===== src/design/timer_compare_defs.svh =====
// Register offsets, field positions, reset values and timing counts of the compare unit
`ifndef TIMER_COMPARE_DEFS_SVH
`define TIMER_COMPARE_DEFS_SVH
`define OFS_COMPARE_CONTROL  8'h00
`define OFS_COMPARE_VALUE    8'h04
`define OFS_TIMER_COUNT      8'h08
`define OFS_FLAG             8'h0c
`define OFS_ENABLE           8'h10
`define OFS_INTERRUPT_CTRL   8'h14
`define OFS_ADC_CTRL         8'h18
`define OFS_PORT_C_DIR       8'h1c
`define OFS_TIMER_CTRL       8'h20
`define BIT_TIMER_OVF        0
`define BIT_COMPARE_MATCH    2
`define BIT_PERIPH_IRQ_EN    6
`define BIT_PIN_DIR          2
`define FLAG_MASK            8'h05
`define RST_PORT_C_DIR       8'hff
`define RST_ZERO8            8'h00
`define RST_ZERO16           16'h0000
`define TICK_DIV_DEFAULT     1
`endif


===== src/design/timer_compare_pkg.sv =====
// Types shared by the compare unit files
package timer_compare_pkg;
  typedef enum logic [3:0] {
    MODE_OFF      = 4'h0,
    MODE_SET_PIN  = 4'h8,
    MODE_CLR_PIN  = 4'h9,
    MODE_SOFT_IRQ = 4'ha,
    MODE_TRIGGER  = 4'hb
  } compare_mode_t;

  typedef struct packed {
    logic [7:0]  adr;
    logic [31:0] dat;
    logic [3:0]  sel;
    logic        we;
  } bus_req_t;
endpackage : timer_compare_pkg


===== src/design/timer_pair.sv =====
// Sixteen-bit timer pair with prescale tick, bus load and special-event clear
`include "timer_compare_defs.svh"
module timer_pair #(
  parameter int TICK_DIV = `TICK_DIV_DEFAULT
) (
  // Clock and reset
  input  wire logic        clk_i,
  input  wire logic        rst_i,
  // Control
  input  wire logic        run_i,
  input  wire logic        load_i,
  input  wire logic [15:0] load_val_i,
  input  wire logic        clear_i,
  // Status
  output logic [15:0]      count_o,
  output logic             ovf_o
);
  logic [15:0] div_q;
  logic [15:0] count_q;
  logic        ovf_q;
  wire         tick    = run_i && (div_q == 16'(TICK_DIV - 1));
  wire         wrap    = tick && (count_q == 16'hffff);

  always_ff @(posedge clk_i) begin
    if (rst_i || !run_i || tick) begin
      div_q <= `RST_ZERO16;
    end else begin
      div_q <= div_q + 16'h0001;
    end
  end

  // Clear beats load and count, and never reports an overflow
  always_ff @(posedge clk_i) begin
    if (rst_i || clear_i) begin
      count_q <= `RST_ZERO16;
      ovf_q   <= 1'b0;
    end else begin
      ovf_q <= wrap && !load_i;
      if (load_i) begin
        count_q <= load_val_i;
      end else if (tick) begin
        count_q <= count_q + 16'h0001;
      end
    end
  end

  assign count_o = count_q;
  assign ovf_o   = ovf_q;
endmodule : timer_pair


===== src/design/timer_compare_unit.sv =====
// Compare unit: Wishbone registers, timer match, pin latch, special event and interrupt
`include "timer_compare_defs.svh"
module timer_compare_unit
  import timer_compare_pkg::*;
#(
  parameter int TICK_DIV = `TICK_DIV_DEFAULT
) (
  // Clock and reset
  input  wire logic        clk_i,
  input  wire logic        rst_i,
  // Wishbone slave
  input  wire logic        wb_cyc_i,
  input  wire logic        wb_stb_i,
  input  wire logic        wb_we_i,
  input  wire logic [7:0]  wb_adr_i,
  input  wire logic [31:0] wb_dat_i,
  input  wire logic [3:0]  wb_sel_i,
  output logic [31:0]      wb_dat_o,
  output logic             wb_ack_o,
  // Interrupt and converter start
  output logic             irq_o,
  output logic             adc_start_o,
  // Compare output pin
  output logic             compare_output_pin_o,
  output logic             compare_output_oe_o
);
  function automatic logic [31:0] merge_bytes(input logic [31:0] old_v,
                                              input logic [31:0] new_v,
                                              input logic [3:0]  sel);
    logic [31:0] res;
    res = old_v;
    for (int i = 0; i < 4; i++) begin
      if (sel[i]) begin
        res[8*i +: 8] = new_v[8*i +: 8];
      end
    end
    return res;
  endfunction : merge_bytes

  bus_req_t req;
  assign req = '{adr: wb_adr_i, dat: wb_dat_i, sel: wb_sel_i, we: wb_we_i};

  logic        ack_q;
  logic [31:0] dat_q;
  logic [7:0]  compare_control_reg_q;
  logic [15:0] compare_value_reg_q;
  logic [7:0]  flag_q;
  logic [7:0]  flag_d;
  logic [7:0]  enable_q;
  logic [7:0]  interrupt_control_reg_q;
  logic        adc_enable_q;
  logic [7:0]  port_c_direction_q;
  logic        timer_run_q;
  logic        latch_q;
  logic        latch_d;
  logic        eq_q;
  logic        adc_start_q;
  logic        irq_q;
  logic        oe_q;
  logic [15:0] timer_one_count;
  logic        timer_one_ovf;

  // Bus decode
  wire         access   = wb_cyc_i && wb_stb_i && !ack_q;
  wire         wr       = access && req.we;
  wire         wr_ctrl  = wr && (req.adr == `OFS_COMPARE_CONTROL);
  wire         wr_cval  = wr && (req.adr == `OFS_COMPARE_VALUE);
  wire         wr_tmr   = wr && (req.adr == `OFS_TIMER_COUNT);
  wire         wr_flag  = wr && (req.adr == `OFS_FLAG);
  wire         wr_en    = wr && (req.adr == `OFS_ENABLE);
  wire         wr_intc  = wr && (req.adr == `OFS_INTERRUPT_CTRL);
  wire         wr_adc   = wr && (req.adr == `OFS_ADC_CTRL);
  wire         wr_dir   = wr && (req.adr == `OFS_PORT_C_DIR);
  wire         wr_trun  = wr && (req.adr == `OFS_TIMER_CTRL);
  wire [31:0]  ctrl_new = merge_bytes({24'h0, compare_control_reg_q}, req.dat, req.sel);
  wire [31:0]  cval_new = merge_bytes({16'h0, compare_value_reg_q}, req.dat, req.sel);
  wire [31:0]  tmr_new  = merge_bytes({16'h0, timer_one_count}, req.dat, req.sel);
  wire [7:0]   w1c      = (wr_flag && req.sel[0]) ? (req.dat[7:0] & `FLAG_MASK) : 8'h00;
  wire         ctrl_zero_wr = wr_ctrl && (ctrl_new[7:0] == 8'h00);

  // Mode decode; unlisted codes leave compare off
  wire [3:0]   compare_mode_select = compare_control_reg_q[3:0];
  wire         mode_set  = compare_mode_select == MODE_SET_PIN;
  wire         mode_clr  = compare_mode_select == MODE_CLR_PIN;
  wire         mode_soft = compare_mode_select == MODE_SOFT_IRQ;
  wire         mode_trig = compare_mode_select == MODE_TRIGGER;
  wire         cmp_active = mode_set || mode_clr || mode_soft || mode_trig;

  // Equality is level; only its rising edge is an event, so a stopped timer
  // sitting on the compare value does not refire every cycle.
  wire         eq       = cmp_active && (compare_value_reg_q == timer_one_count);
  wire         match_ev = eq && !eq_q;
  wire         special  = match_ev && mode_trig;

  // Register read mux; unmapped offsets read zero
  logic [31:0] rd_data;
  always_comb begin
    unique case (req.adr)
      `OFS_COMPARE_CONTROL: rd_data = {24'h0, compare_control_reg_q};
      `OFS_COMPARE_VALUE:   rd_data = {16'h0, compare_value_reg_q};
      `OFS_TIMER_COUNT:     rd_data = {16'h0, timer_one_count};
      `OFS_FLAG:            rd_data = {24'h0, flag_q};
      `OFS_ENABLE:          rd_data = {24'h0, enable_q};
      `OFS_INTERRUPT_CTRL:  rd_data = {24'h0, interrupt_control_reg_q};
      `OFS_ADC_CTRL:        rd_data = {31'h0, adc_enable_q};
      `OFS_PORT_C_DIR:      rd_data = {24'h0, port_c_direction_q};
      `OFS_TIMER_CTRL:      rd_data = {31'h0, timer_run_q};
      default:              rd_data = 32'h0;
    endcase
  end

  // Pin latch: a control clear wins over a match in the same cycle
  always_comb begin
    latch_d = latch_q;
    if (ctrl_zero_wr) begin
      latch_d = 1'b0;
    end else if (match_ev && mode_set) begin
      latch_d = 1'b1;
    end else if (match_ev && mode_clr) begin
      latch_d = 1'b0;
    end
  end

  // Sticky flags: a set in the clearing cycle survives
  always_comb begin
    flag_d = flag_q & ~w1c;
    flag_d[`BIT_COMPARE_MATCH] = flag_d[`BIT_COMPARE_MATCH] | match_ev;
    flag_d[`BIT_TIMER_OVF]     = flag_d[`BIT_TIMER_OVF] | timer_one_ovf;
  end

  timer_pair #(
    .TICK_DIV (TICK_DIV)
  ) u_timer (
    .clk_i      (clk_i),
    .rst_i      (rst_i),
    .run_i      (timer_run_q),
    .load_i     (wr_tmr),
    .load_val_i (tmr_new[15:0]),
    .clear_i    (special),
    .count_o    (timer_one_count),
    .ovf_o      (timer_one_ovf)
  );

  always_ff @(posedge clk_i) begin
    if (rst_i) begin
      ack_q <= 1'b0;
      dat_q <= 32'h0;
    end else begin
      ack_q <= access;
      dat_q <= access ? rd_data : 32'h0;
    end
  end

  always_ff @(posedge clk_i) begin
    if (rst_i) begin
      compare_control_reg_q   <= `RST_ZERO8;
      compare_value_reg_q     <= `RST_ZERO16;
      enable_q                <= `RST_ZERO8;
      interrupt_control_reg_q <= `RST_ZERO8;
      adc_enable_q            <= 1'b0;
      port_c_direction_q      <= `RST_PORT_C_DIR;
      timer_run_q             <= 1'b0;
    end else begin
      if (wr_ctrl) compare_control_reg_q <= {2'b00, ctrl_new[5:0]};
      if (wr_cval) compare_value_reg_q <= cval_new[15:0];
      if (wr_en && req.sel[0]) enable_q <= req.dat[7:0] & `FLAG_MASK;
      if (wr_intc && req.sel[0]) interrupt_control_reg_q <= req.dat[7:0];
      if (wr_adc && req.sel[0]) adc_enable_q <= req.dat[0];
      if (wr_dir && req.sel[0]) port_c_direction_q <= req.dat[7:0];
      if (wr_trun && req.sel[0]) timer_run_q <= req.dat[0];
    end
  end

  always_ff @(posedge clk_i) begin
    if (rst_i) begin
      flag_q      <= `RST_ZERO8;
      latch_q     <= 1'b0;
      eq_q        <= 1'b0;
      adc_start_q <= 1'b0;
      irq_q       <= 1'b0;
      oe_q        <= 1'b0;
    end else begin
      flag_q      <= flag_d;
      latch_q     <= latch_d;
      eq_q        <= eq;
      adc_start_q <= special && adc_enable_q;
      irq_q       <= interrupt_control_reg_q[`BIT_PERIPH_IRQ_EN] &&
                     |(flag_q & enable_q);
      oe_q        <= !port_c_direction_q[`BIT_PIN_DIR];
    end
  end

  assign wb_ack_o             = ack_q;
  assign wb_dat_o             = dat_q;
  assign irq_o                = irq_q;
  assign adc_start_o          = adc_start_q;
  assign compare_output_pin_o = latch_q;
  assign compare_output_oe_o  = oe_q;
endmodule : timer_compare_unit


===== config.mk =====
export PLATFORM = sky130hd
export DESIGN_NAME = timer_compare_unit
export DESIGN_NICKNAME = d
export VERILOG_FILES = /design/src/design/timer_compare_pkg.sv /design/src/design/timer_pair.sv /design/src/design/timer_compare_unit.sv
export VERILOG_INCLUDE_DIRS = /design/src /design/src/design
export SDC_FILE = /design/constraint.sdc
export NUM_CORES = 1
export LEC_CHECK = 0
export BUFFER_PORTS_ARGS = -buffer_cell sky130_fd_sc_hd__buf_2
export CAP_MARGIN = 10
export CORE_MARGIN = 2
export CORE_UTILIZATION = 55
export CTS_CLUSTER_DIAMETER = 80
export CTS_CLUSTER_SIZE = 20
export DETAILED_ROUTE_END_ITERATION = 8
export GPL_TIMING_DRIVEN = 0
export PLACE_DENSITY = 0.84
export SYNTH_ARGS = -nofsm -noshare
export SYNTH_HDL_FRONTEND = slang
export SYNTH_HIERARCHICAL = 1
export SYNTH_SLANG_ARGS = --single-unit

===== constraint.sdc =====
create_clock -name clk_i -period 2.95 [get_ports clk_i]
set_input_delay 0.59 -clock clk_i [delete_from_list [all_inputs] [get_ports clk_i]]
set_output_delay 0.59 -clock clk_i [all_outputs]
set_load 0.03 [all_outputs]

==> impl_metrics.env, run 1 <==
export IMPL_cp_required_ns=3.19
export IMPL_net_switching_power_mw=0.581
export IMPL_min_from="compare_output_pin_o$_SDFFE_PP0P_"
export IMPL_htree_num_levels=3
export IMPL_dieArea_um2=9670
export IMPL_fp_dieW_um=98.3
export IMPL_p_leak_nw=1.96
export IMPL_sequentialPowerShare=0.564
export IMPL_synth_top_area_frac=0.405
export IMPL_synth_xor_area_share=0.0752
export IMPL_wire_per_inst_um=16.6
export IMPL_cts_tree="built"
export IMPL_finalHoldViolations=0
export IMPL_whs_endpoint="compare_output_pin_o$_SDFFE_PP0P_"
export IMPL_yosys_top_cells_count="dfxtp_1, nand2_1, a21oi_1"
export IMPL_worstHoldPathType="reg2reg"
export IMPL_hpwl_mm=9.13
export IMPL_rsz0062_at_grt="no"
export IMPL_die_height_um=98.3
export IMPL_grt_total_usage=0.258
export IMPL_arrival_ns=2.95
export IMPL_yosysUniqueCellTypes=55
export IMPL_synth_most_common_cell="dfxtp_1"
export IMPL_vias=4499
export IMPL_ant_nets=0
export IMPL_cp_max_fo=10
export IMPL_drtIter0Drc=405
export IMPL_slew_headroom=0.512
export IMPL_period_share=0.918
export IMPL_synth_top_cells_by_area="dfxtp_1, a21oi_1, nand2_1"
export IMPL_worstMarginPinSlew_ns=0.731
export IMPL_crit_path_end_kind="register"
export IMPL_hold_path_depth=2
export IMPL_register_area_um2=1980
export IMPL_worstReg2RegEnd="u_timer/count_o[12]$_SDFFE_PP0P_"
export IMPL_port_buffer_count=49
export IMPL_cts_buffer_depth=2
export IMPL_coreArea_um2=8680
export IMPL_setup_tns_ns=0
export IMPL_synth_compound_area_frac=0.145
export IMPL_routed_via_density=5.97
export IMPL_clock_root_buffer="clkbuf_8"
export IMPL_grt_max_degree=16
export IMPL_avgSynthCellArea_um2=8.65
export IMPL_ys_async_sr_fraction=0
export IMPL_swShare=0.245
export IMPL_syn_inst=566
export IMPL_first_global_vias=4116
export IMPL_drcViolationCount=0
export IMPL_diodes=0
export IMPL_synth_edf_count=0
export IMPL_reg2reg_slack_ns=0.24
export IMPL_initial_core_util=0.564
export IMPL_cts_resized=0
export IMPL_status="finished clean"
export IMPL_regToRegStartpoint="u_timer/count_o[13]$_SDFFE_PP0P_"
export IMPL_grt_busiest_layer="met2"
export IMPL_crit_type="reg2reg"
export IMPL_setup_viol=0
export IMPL_drive_above_1_share=0.200
export IMPL_synth_seq_cells=99
export IMPL_cts_buffers=9
export IMPL_synth_top_family_by_area="simple AND/OR/NAND/NOR gates"
export IMPL_grt_use_met2=0.443
export IMPL_hold_buffers=0
export IMPL_wl_mm=12.5
export IMPL_synth_mux_area_frac=0.0445
export IMPL_clkTransAtPathRegs_ns=0.10
export IMPL_synthAdderAreaFrac=0.00767
export IMPL_drv_slew=0
export IMPL_placementRows=34
export IMPL_multiInputGateArea_um2=2660
export IMPL_clkPwrFrac=0.370
export IMPL_ys_warn_count=6
export IMPL_synth_simple_area_share=0.260
export IMPL_layout_nets=693
export IMPL_internal_power_mw=1.79
export IMPL_clkLatencyLatePin_ns=0.38
export IMPL_ios=86
export IMPL_globalRouteOverflowTotal=0
export IMPL_place_gp_congestion=0.923
export IMPL_dr_pass1_iters=7
export IMPL_rr_worst_depth=9
export IMPL_area_delta_synth_final_pct=13.0
export IMPL_yosysTopAreaCell="dfxtp_1"
export IMPL_cellPowerDensity_nw_per_um2=428
export IMPL_grt_pass1_wl_mm=20.2
export IMPL_max_freq_mhz=369
export IMPL_worstSetupStartpointType="register"
export IMPL_grt_met1_usage=0.324
export IMPL_skew_ns=0.0101
export IMPL_syn_area_um2=4890
export IMPL_cts_sinks=99
export IMPL_period_needed_ns=2.71
export IMPL_antenna_found_initial=0
export IMPL_synthFlopType="dfxtp_1"
export IMPL_use_met3=0.0401
export IMPL_power_mw=2.37
export IMPL_p_comb_frac=0.066
export IMPL_fillers=752
export IMPL_post_cts_repair_setup_buffers=0
export IMPL_yosysSeqAreaShare=0.405
export IMPL_cap_violations=0
export IMPL_irDropWorstVdd_mv=0.241
==> cell usage in the layout, fill, tap and decap left out, types with 9 or more instances in the layout <==
master    count
dfxtp_1      99
nand2_1      65
a21oi_1      61
buf_2        58
nor2_1       44
nand3_1      38
xnor2_1      27
o21ai_0      19
buf_4        17
conb_1       16
xor2_1       15
mux2_2       14
inv_1        13
clkbuf_1     13
a22oi_1      13
clkbuf_8     13
nor2b_1      11
nor4_1       11
a222oi_1      9
==> worst max path at each step <==
stage / to / cells past startpoint / slack [ns] / startpoint
after floorplan: u_timer/count_o[1]$_SDFFE_PP0P_ / 9 / 0.75 / wb_adr_i[4]
after global placement: u_timer/count_o[10]$_SDFFE_PP0P_ / 10 / 0.18 / wb_adr_i[4]
after detailed placement: u_timer/count_o[12]$_SDFFE_PP0P_ / 10 / 0.06 / wb_adr_i[4]
after CTS: u_timer/count_o[12]$_SDFFE_PP0P_ / 9 / 0.31 / u_timer/count_o[13]$_SDFFE_PP0P_
after global routing: u_timer/count_o[2]$_SDFFE_PP0P_ / 9 / 0.06 / u_timer/count_o[13]$_SDFFE_PP0P_
final: u_timer/count_o[12]$_SDFFE_PP0P_ / 9 / 0.24 / u_timer/count_o[13]$_SDFFE_PP0P_
==> area by class of cell <==
type,count,area share
flip-flops and latches,99,0.358
repair buffers,49,0.0444
plain buffers,44,0.0462
clock buffers,13,0.0324
inverters,13,0.00883
multi-input cells,425,0.482
clock inverters,3,0.00362
well taps,108,0.0244
==> logic make-up after synthesis <==
family / count (synthesis)
xor+xnor: 42
simple gates: 228
buf+inv: 57
fa+ha+maj: 3
other cells: 1
compound gates: 116
mux: 20
flops: 99
==> worst max-delay path, stage by stage (launching register included) <==
cell and delay, ns:
dfxtp_1 0.47, inv_1 0.09, a222oi_1 0.37, nand4_1 0.30, or4_4 0.62, nor2_1 0.13, nor2_1 0.14, clkbuf_1 0.24
o21ai_0 0.15, a21oi_1 0.07
==> layer usage <==
| metal | share of wire | routed length, um |
|---|---|---|
| met4 | 0.027 | 332 |
| met1 | 0.41 | 5060 |
| met2 | 0.49 | 6130 |
| met3 | 0.077 | 957 |
| met5 | 0 | 0 |
==> metrics by stage <==
| stage | std cells | setup WS (ns) | hold WS (ns) | area, um2 | utilization |
|---|---|---|---|---|---|
| after floorplan | 581 | 0.754 | 0.407 | 4950 | - |
| after global placement | 738 | 0.179 | 0.429 | 5330 | 0.614 |
| after detailed placement | 738 | 0.0564 | 0.450 | 5330 | 0.614 |
| after CTS | 754 | 0.309 | 0.462 | 5530 | 0.637 |
| after global routing | 754 | 0.0624 | 0.467 | 5530 | 0.637 |
| final | 754 | 0.242 | 0.456 | 5530 | 0.637 |
==> state kept, by name, indices dropped and copies added (netlist names), 2 cells and up <==
register / cells
compare_control_reg_q: 6
compare_value_reg_q: 16
enable_q: 2
flag_q: 2
interrupt_control_reg_q: 8
port_c_direction_q: 8
u_timer/count_o: 16
u_timer/div_q: 16
wb_dat_o: 16
==> power by group through the flow <==
stage	sequential [mW]	combinational, mW	clock (mW)
4_1_cts	1.34	0.153	0.869
6_report	1.34	0.156	0.877
3_5_place_dp	1.37	0.152	0
5_1_grt	1.34	0.166	0.929
2_1_floorplan	1.37	0.0977	0
3_3_place_gp	1.37	0.150	0
Power figures use the tool's default switching activity.
==> run 2: changes to the inputs <==
Settings changed: SYNTH_HIERARCHICAL 1 to unset.
==> run 2 against run 1 <==
Area after synthesis rose by 0.97%. Power fell by 1.2%. Hold slack improved by 0.00087 ns. Critical path type unchanged. Critical endpoint is now u_timer.ovf_o$_SDFF_PP0_. Highest routed layer unchanged.
==> impl_metrics.env, run 2 <==
export IMPL_skew_ns=0.0140
export IMPL_grt_total_usage=0.267
export IMPL_cp_max_fo=10
export IMPL_path_buf_inv=2
export IMPL_cp_cell_sequence="clkbuf_1, xor2_1, nor4_2, nand4_1, o41ai_4, buf_6, nor2_2"
export IMPL_worstSetupStartpointType="register"
export IMPL_die_height_um=98.8
export IMPL_first_global_vias=4205
export IMPL_wire_per_inst_um=17.4
export IMPL_crit_type="reg2reg"
export IMPL_p_leak_nw=2.09
export IMPL_avgSynthCellArea_um2=8.76
export IMPL_antenna_found_initial=0
export IMPL_port_buffer_count=48
export IMPL_drcViolationCount=0
export IMPL_globalRouteOverflowTotal=0
export IMPL_period_needed_ns=2.35
export IMPL_dr_pass1_iters=9
export IMPL_irDropWorstVdd_mv=0.259
export IMPL_place_gp_congestion=0.943
export IMPL_dieArea_um2=9760
export IMPL_drive_above_1_share=0.205
export IMPL_ant_nets=0
export IMPL_yosysSeqAreaShare=0.401
export IMPL_max_freq_mhz=426
export IMPL_crit_path_end_kind="register"
export IMPL_setup_ws_ns=0.603
export IMPL_syn_inst=564
export IMPL_ys_warn_count=0
export IMPL_rsz0062_at_grt="no"
export IMPL_place_ws_ns=0.452
export IMPL_cellPowerDensity_nw_per_um2=421
export IMPL_cpLargestDelayFamily="simple AND/OR/NAND/NOR gates"
export IMPL_initial_core_util=0.567
export IMPL_setup_viol=0
export IMPL_arrival_ns=2.62
export IMPL_htree_num_levels=3
export IMPL_clkLatencyLatePin_ns=0.38
export IMPL_cts_buffer_depth=2
export IMPL_cts_sinks=99
export IMPL_synth_top_area_frac=0.401
export IMPL_period_share=0.795
export IMPL_final_cell_mix="dfxtp_1, buf_2, nor2_1"
export IMPL_placementRows=34
export IMPL_power_mw=2.34
export IMPL_synth_edf_count=0
export IMPL_synth_most_common_cell="dfxtp_1"
export IMPL_drtIter0Drc=451
export IMPL_clock_root_buffer="clkbuf_8"
export IMPL_yosysUniqueCellTypes=57
export IMPL_cts_tree="built"
export IMPL_wl_mm=13.1
export IMPL_cts_buffers=9
export IMPL_slew_headroom=0.576
export IMPL_grt_pass1_wl_mm=20.9
export IMPL_coreArea_um2=8720
export IMPL_grt_max_degree=19
export IMPL_yosysTopAreaCell="dfxtp_1"
export IMPL_synth_seq_cells=99
export IMPL_area_delta_synth_final_pct=12.6
export IMPL_hpwl_mm=9.55
export IMPL_setup_tns_ns=0
export IMPL_cpMaxStageDelayCell="o41ai_4"
export IMPL_syn_area_um2=4940
export IMPL_synthFlopType="dfxtp_1"
export IMPL_worstMarginPinSlew_ns=0.633
export IMPL_diodes=0
export IMPL_ys_async_sr_fraction=0
export IMPL_finalHoldViolations=0
export IMPL_yosys_top_cells_count="dfxtp_1, nor2_1, nand2_1"
export IMPL_drv_slew=0
export IMPL_post_cts_repair_setup_buffers=0
export IMPL_cts_resized=0
export IMPL_max_stage_delay_ns=0.59
export IMPL_cap_violations=0
export IMPL_final_common_cell="dfxtp_1"
export IMPL_cp_required_ns=3.23
export IMPL_routed_via_density=6.00
export IMPL_fp_dieW_um=98.8
export IMPL_clkTransAtPathRegs_ns=0.10
export IMPL_synth_top_cells_by_area="dfxtp_1, mux2i_1, nor2_1"
export IMPL_ios=86
export IMPL_vias=4506
export IMPL_layout_nets=690
export IMPL_worstHoldPathType="in2reg"
export IMPL_status="finished clean"
export IMPL_hold_buffers=0
==> run 2: cell count changes in the layout (fill, tap and decap cells not counted), moves of 6 or more <==
cell,change
mux2_2,-6
inv_1,-6
a21oi_2,+7
mux2i_1,+23
and3_1,+6
a31oi_1,+6
xnor2_1,-19
nor2b_1,-9
a21oi_1,-36
nor2_1,+13
or3_1,+6
nand2_1,-10
a211o_1,-8
o21ai_0,-9
==> run 2: logic make-up (layout without fill, tap and decap cells) <==
logic type / after synthesis / after routing / synth area share
AND/OR/NAND/NOR: 243 / 243 / 0.258
multiplexers: 37 / 37 / 0.0770
XOR/XNOR: 27 / 27 / 0.0479
adder cells (fa/ha/maj): 3 / 3 / 0.00760
flip-flops: 99 / 99 / 0.401
AO/OA/AOI/OAI: 93 / 93 / 0.135
other: 1 / 16 / 0.000759
buffers and inverters: 61 / 125 / 0.0732
==> run 2: worst paths after layout <==
check / depth (start not counted) / to / slack [ns] / startpoint
worst min register to register: 1 / compare_output_oe_o$_SDFF_PP0_ / 0.46 / port_c_direction_q[2]$_SDFFE_PP1P_
worst max-delay path: 7 / u_timer.ovf_o$_SDFF_PP0_ / 0.60 / u_timer.count_o[10]$_SDFFE_PP0P_
worst max register to register: 7 / u_timer.ovf_o$_SDFF_PP0_ / 0.60 / u_timer.count_o[10]$_SDFFE_PP0P_
worst min-delay path: 2 / wb_ack_o$_SDFF_PP0_ / 0.46 / rst_i
==> run 2: report_power, final <==
part	internal [mW]	leakage, nW	switching [mW]	total, mW
sequential	1.34	0.797	0.000534	1.34
clock	0.345	0.0954	0.510	0.855
combinational	0.0491	1.20	0.101	0.150
total	1.73	2.09	0.612	2.34
==> run 2: metrics by stage <==
stage / utilization / hold slack [ns] / cell area (um2) / cells
3_5_place_dp: 0.616 / 0.442 / 5370 / 735
4_1_cts: 0.638 / 0.455 / 5560 / 751
3_3_place_gp: 0.616 / 0.426 / 5370 / 735
6_report: 0.638 / 0.457 / 5560 / 751
2_1_floorplan: - / 0.409 / 5000 / 579
5_1_grt: 0.638 / 0.478 / 5560 / 751
==> run 2: final cells by class <==
type | count | area, um2
fill | 734 | 3160
multi-input combinational | 419 | 2650
sequential | 99 | 1980
buffer | 54 | 335
timing repair buffer | 48 | 240
clock buffer | 10 | 138
tap | 108 | 135
clock inverter | 6 | 53.8
inverter | 7 | 26.3
==> run 2: layer usage <==
layer  routed length (um)  up-vias  track usage
met3                  993       32       0.0489
met5                    0        -            0
li1                     -     2134            -
met4                  381        0        0.107
met1                 5260     2129        0.337
met2                 6430      211        0.452
==> run 3: changes to the inputs <==
Settings changed: ABC_AREA set to 1, CORE_UTILIZATION 55 to 52, PLACE_DENSITY 0.84 to 0.82.
Clock period 2.95 ns to 2.01 ns, I/O delays scaled along.
==> run 3 against run 2 <==
Via count grew 23%. First-iteration DRC count grew 26%. Flip-flop and latch count is the same. Clock power grew 45%.
==> impl_metrics.env, run 3 <==
export IMPL_status="finished clean"
export IMPL_setup_viol=0
export IMPL_place_ws_ns=-0.155
export IMPL_yosys_top_cells_count="nand2_1, inv_1, dfxtp_1"
export IMPL_endpoint="u_timer.ovf_o$_SDFF_PP0_"
export IMPL_p_comb_frac=0.065
export IMPL_crit_path_end_kind="register"
export IMPL_drive_above_1_share=0.134
export IMPL_final_common_cell="nand2_1"
export IMPL_grt_total_usage=0.265
export IMPL_coreArea_um2=10200
export IMPL_htree_num_levels=3
export IMPL_cellPowerDensity_nw_per_um2=559
export IMPL_clkTransAtPathRegs_ns=0.10
export IMPL_placementRows=37
export IMPL_period_share=0.926
export IMPL_wire_per_inst_um=13.8
export IMPL_cts_tree="built"
export IMPL_ios=86
export IMPL_fp_dieW_um=106
export IMPL_min_from="wb_dat_i[14]"
export IMPL_net_switching_power_mw=0.878
export IMPL_wl_mm=14.7
export IMPL_clkLatencyLatePin_ns=0.39
export IMPL_finalHoldViolations=0
export IMPL_place_gp_congestion=0.962
export IMPL_rsz0062_at_grt="yes"
export IMPL_cp_cell_sequence="ha_1, nand2_1, nor3_4, nand2_1, nor2_1, inv_1, nor3_1, nand2_1, nor2_1"
export IMPL_cpMaxStageDelayCell="dfxtp_1"
export IMPL_setup_ws_ns=0.149
export IMPL_cp_required_ns=2.32
export IMPL_globalRouteOverflowTotal=0
export IMPL_routed_via_density=5.20
export IMPL_clkPwrFrac=0.362
export IMPL_synth_edf_count=0
export IMPL_max_stage_delay_ns=0.47
export IMPL_drcViolationCount=0
export IMPL_synth_top_family_by_area="simple AND/OR/NAND/NOR gates"
export IMPL_max_freq_mhz=537
export IMPL_internal_power_mw=2.55
export IMPL_yosysSeqAreaShare=0.364
export IMPL_drv_slew=0
export IMPL_synth_top_area_frac=0.364
export IMPL_worstHoldPathType="in2reg"
export IMPL_period_needed_ns=1.86
export IMPL_cts_buffers=9
export IMPL_syn_inst=853
export IMPL_regToRegStartpoint="u_timer.count_o[1]$_SDFFE_PP0P_"
export IMPL_synth_seq_cells=99
export IMPL_ant_nets=0
export IMPL_synth_top_cells_by_area="dfxtp_1, nand2_1, inv_1"
export IMPL_cp_max_fo=6
export IMPL_synth_simple_area_share=0.336
export IMPL_startpoint="u_timer.count_o[1]$_SDFFE_PP0P_"
export IMPL_synth_mux_area_frac=0
export IMPL_initial_core_util=0.533
export IMPL_avgSynthCellArea_um2=6.39
export IMPL_final_cell_mix="nand2_1, inv_1, dfxtp_1"
export IMPL_cap_violations=0
export IMPL_ys_async_sr_fraction=0
export IMPL_diodes=0
export IMPL_port_buffer_count=50
export IMPL_skew_ns=0.0124
export IMPL_swShare=0.256
export IMPL_post_cts_repair_setup_buffers=0
export IMPL_dr_pass1_iters=5
export IMPL_grt_max_degree=17
export IMPL_dieArea_um2=11300
export IMPL_cts_buffer_depth=2
export IMPL_first_global_vias=4957
export IMPL_irDropWorstVdd_mv=0.346
export IMPL_crit_type="reg2reg"
export IMPL_synthAdderAreaFrac=0.00689
export IMPL_sequentialPowerShare=0.573
export IMPL_cts_sinks=99
export IMPL_layout_nets=981
export IMPL_synth_most_common_cell="nand2_1"
export IMPL_hold_buffers=0
export IMPL_p_leak_nw=2.79
export IMPL_synth_xor_area_share=0.0112
export IMPL_synthFlopType="dfxtp_1"
export IMPL_reg2reg_slack_ns=0.15
export IMPL_cts_resized=0
export IMPL_vias=5561
export IMPL_yosysUniqueCellTypes=41
export IMPL_slew_headroom=0.640
export IMPL_worstReg2RegEnd="u_timer.ovf_o$_SDFF_PP0_"
export IMPL_ys_warn_count=0
export IMPL_worstSetupStartpointType="register"
export IMPL_area_delta_synth_final_pct=12.5
export IMPL_hpwl_mm=11.1
export IMPL_antenna_found_initial=0
export IMPL_yosysTopAreaCell="dfxtp_1"
export IMPL_syn_area_um2=5450
export IMPL_die_height_um=106
export IMPL_clock_root_buffer="clkbuf_8"
export IMPL_arrival_ns=2.17
export IMPL_power_mw=3.42
export IMPL_worstMarginPinSlew_ns=0.539
export IMPL_synth_compound_area_frac=0.152
export IMPL_crit_top_cell="nand2_1"
export IMPL_grt_pass1_wl_mm=23.8
export IMPL_setup_tns_ns=0
export IMPL_drtIter0Drc=567
export IMPL_rr_worst_depth=9
==> run 3: worst min-delay path by stage <==
stage	slack, ns	end	cells past startpoint
2_1_floorplan	0.41	compare_output_oe_o$_SDFF_PP0_	1
3_3_place_gp	0.43	compare_output_oe_o$_SDFF_PP0_	1
3_5_place_dp	0.45	compare_output_oe_o$_SDFF_PP0_	1
4_1_cts	0.30	compare_value_reg_q[14]$_SDFFE_PP0P_	3
5_1_grt	0.34	compare_value_reg_q[12]$_SDFFE_PP0P_	3
6_report	0.31	compare_value_reg_q[14]$_SDFFE_PP0P_	3
==> run 3: power by group through the flow <==
stage | registers [mW] | clock network, mW | logic (mW)
finish | 1.96 | 1.24 | 0.223
global placement | 2.01 | 0 | 0.216
CTS | 1.96 | 1.26 | 0.218
floorplan | 2.01 | 0 | 0.138
detailed placement | 2.01 | 0 | 0.217
global route | 1.96 | 1.33 | 0.238
==> run 3: cell type report <==
cell class,count,area (um2)
Sequential cell,99,1980
Buffer,40,234
Clock inverter,5,37.5
Clock buffer,11,151
Inverter,126,473
Multi-Input combinational cell,603,2830
Tap cell,136,170
Timing Repair Buffer,50,250
Fill cell,1059,4100
==> run 3: layer usage <==
layer / routed length, um / vias up / share of wire / track usage
met5: 0 / - / 0 / 0
met4: 372 / 0 / 0.025 / 0.110
met3: 1370 / 27 / 0.093 / 0.0484
met2: 6540 / 244 / 0.44 / 0.418
met1: 6450 / 2449 / 0.44 / 0.356
li1: - / 2841 / - / -
==> run 3: stage by stage <==
stage / cell area [um2] / cells / hold slack, ns / utilization
after detailed placement: 5930 / 1054 / 0.449 / 0.579
after global routing: 6130 / 1070 / 0.339 / 0.599
after floorplan: 5510 / 868 / 0.413 / -
final: 6130 / 1070 / 0.311 / 0.599
after global placement: 5930 / 1054 / 0.433 / 0.579
after CTS: 6120 / 1070 / 0.300 / 0.598
==> run 3: cells by family after synthesis <==
kind of cell,count (synthesis)
AO/OA/AOI/OAI,154
adder cells (fa/ha/maj),3
other,1
buffers and inverters,166
XOR/XNOR,7
AND/OR/NAND/NOR,423
flip-flops,99
==> run 3: worst max-delay path: cells and delay by family (launching register included) <==
family | cells | cell delay (ns)
adders and majority gates | 1 | 0.21
buffers and inverters | 1 | 0.08
DFF | 1 | 0.47
and+or+nand+nor | 7 | 1.03
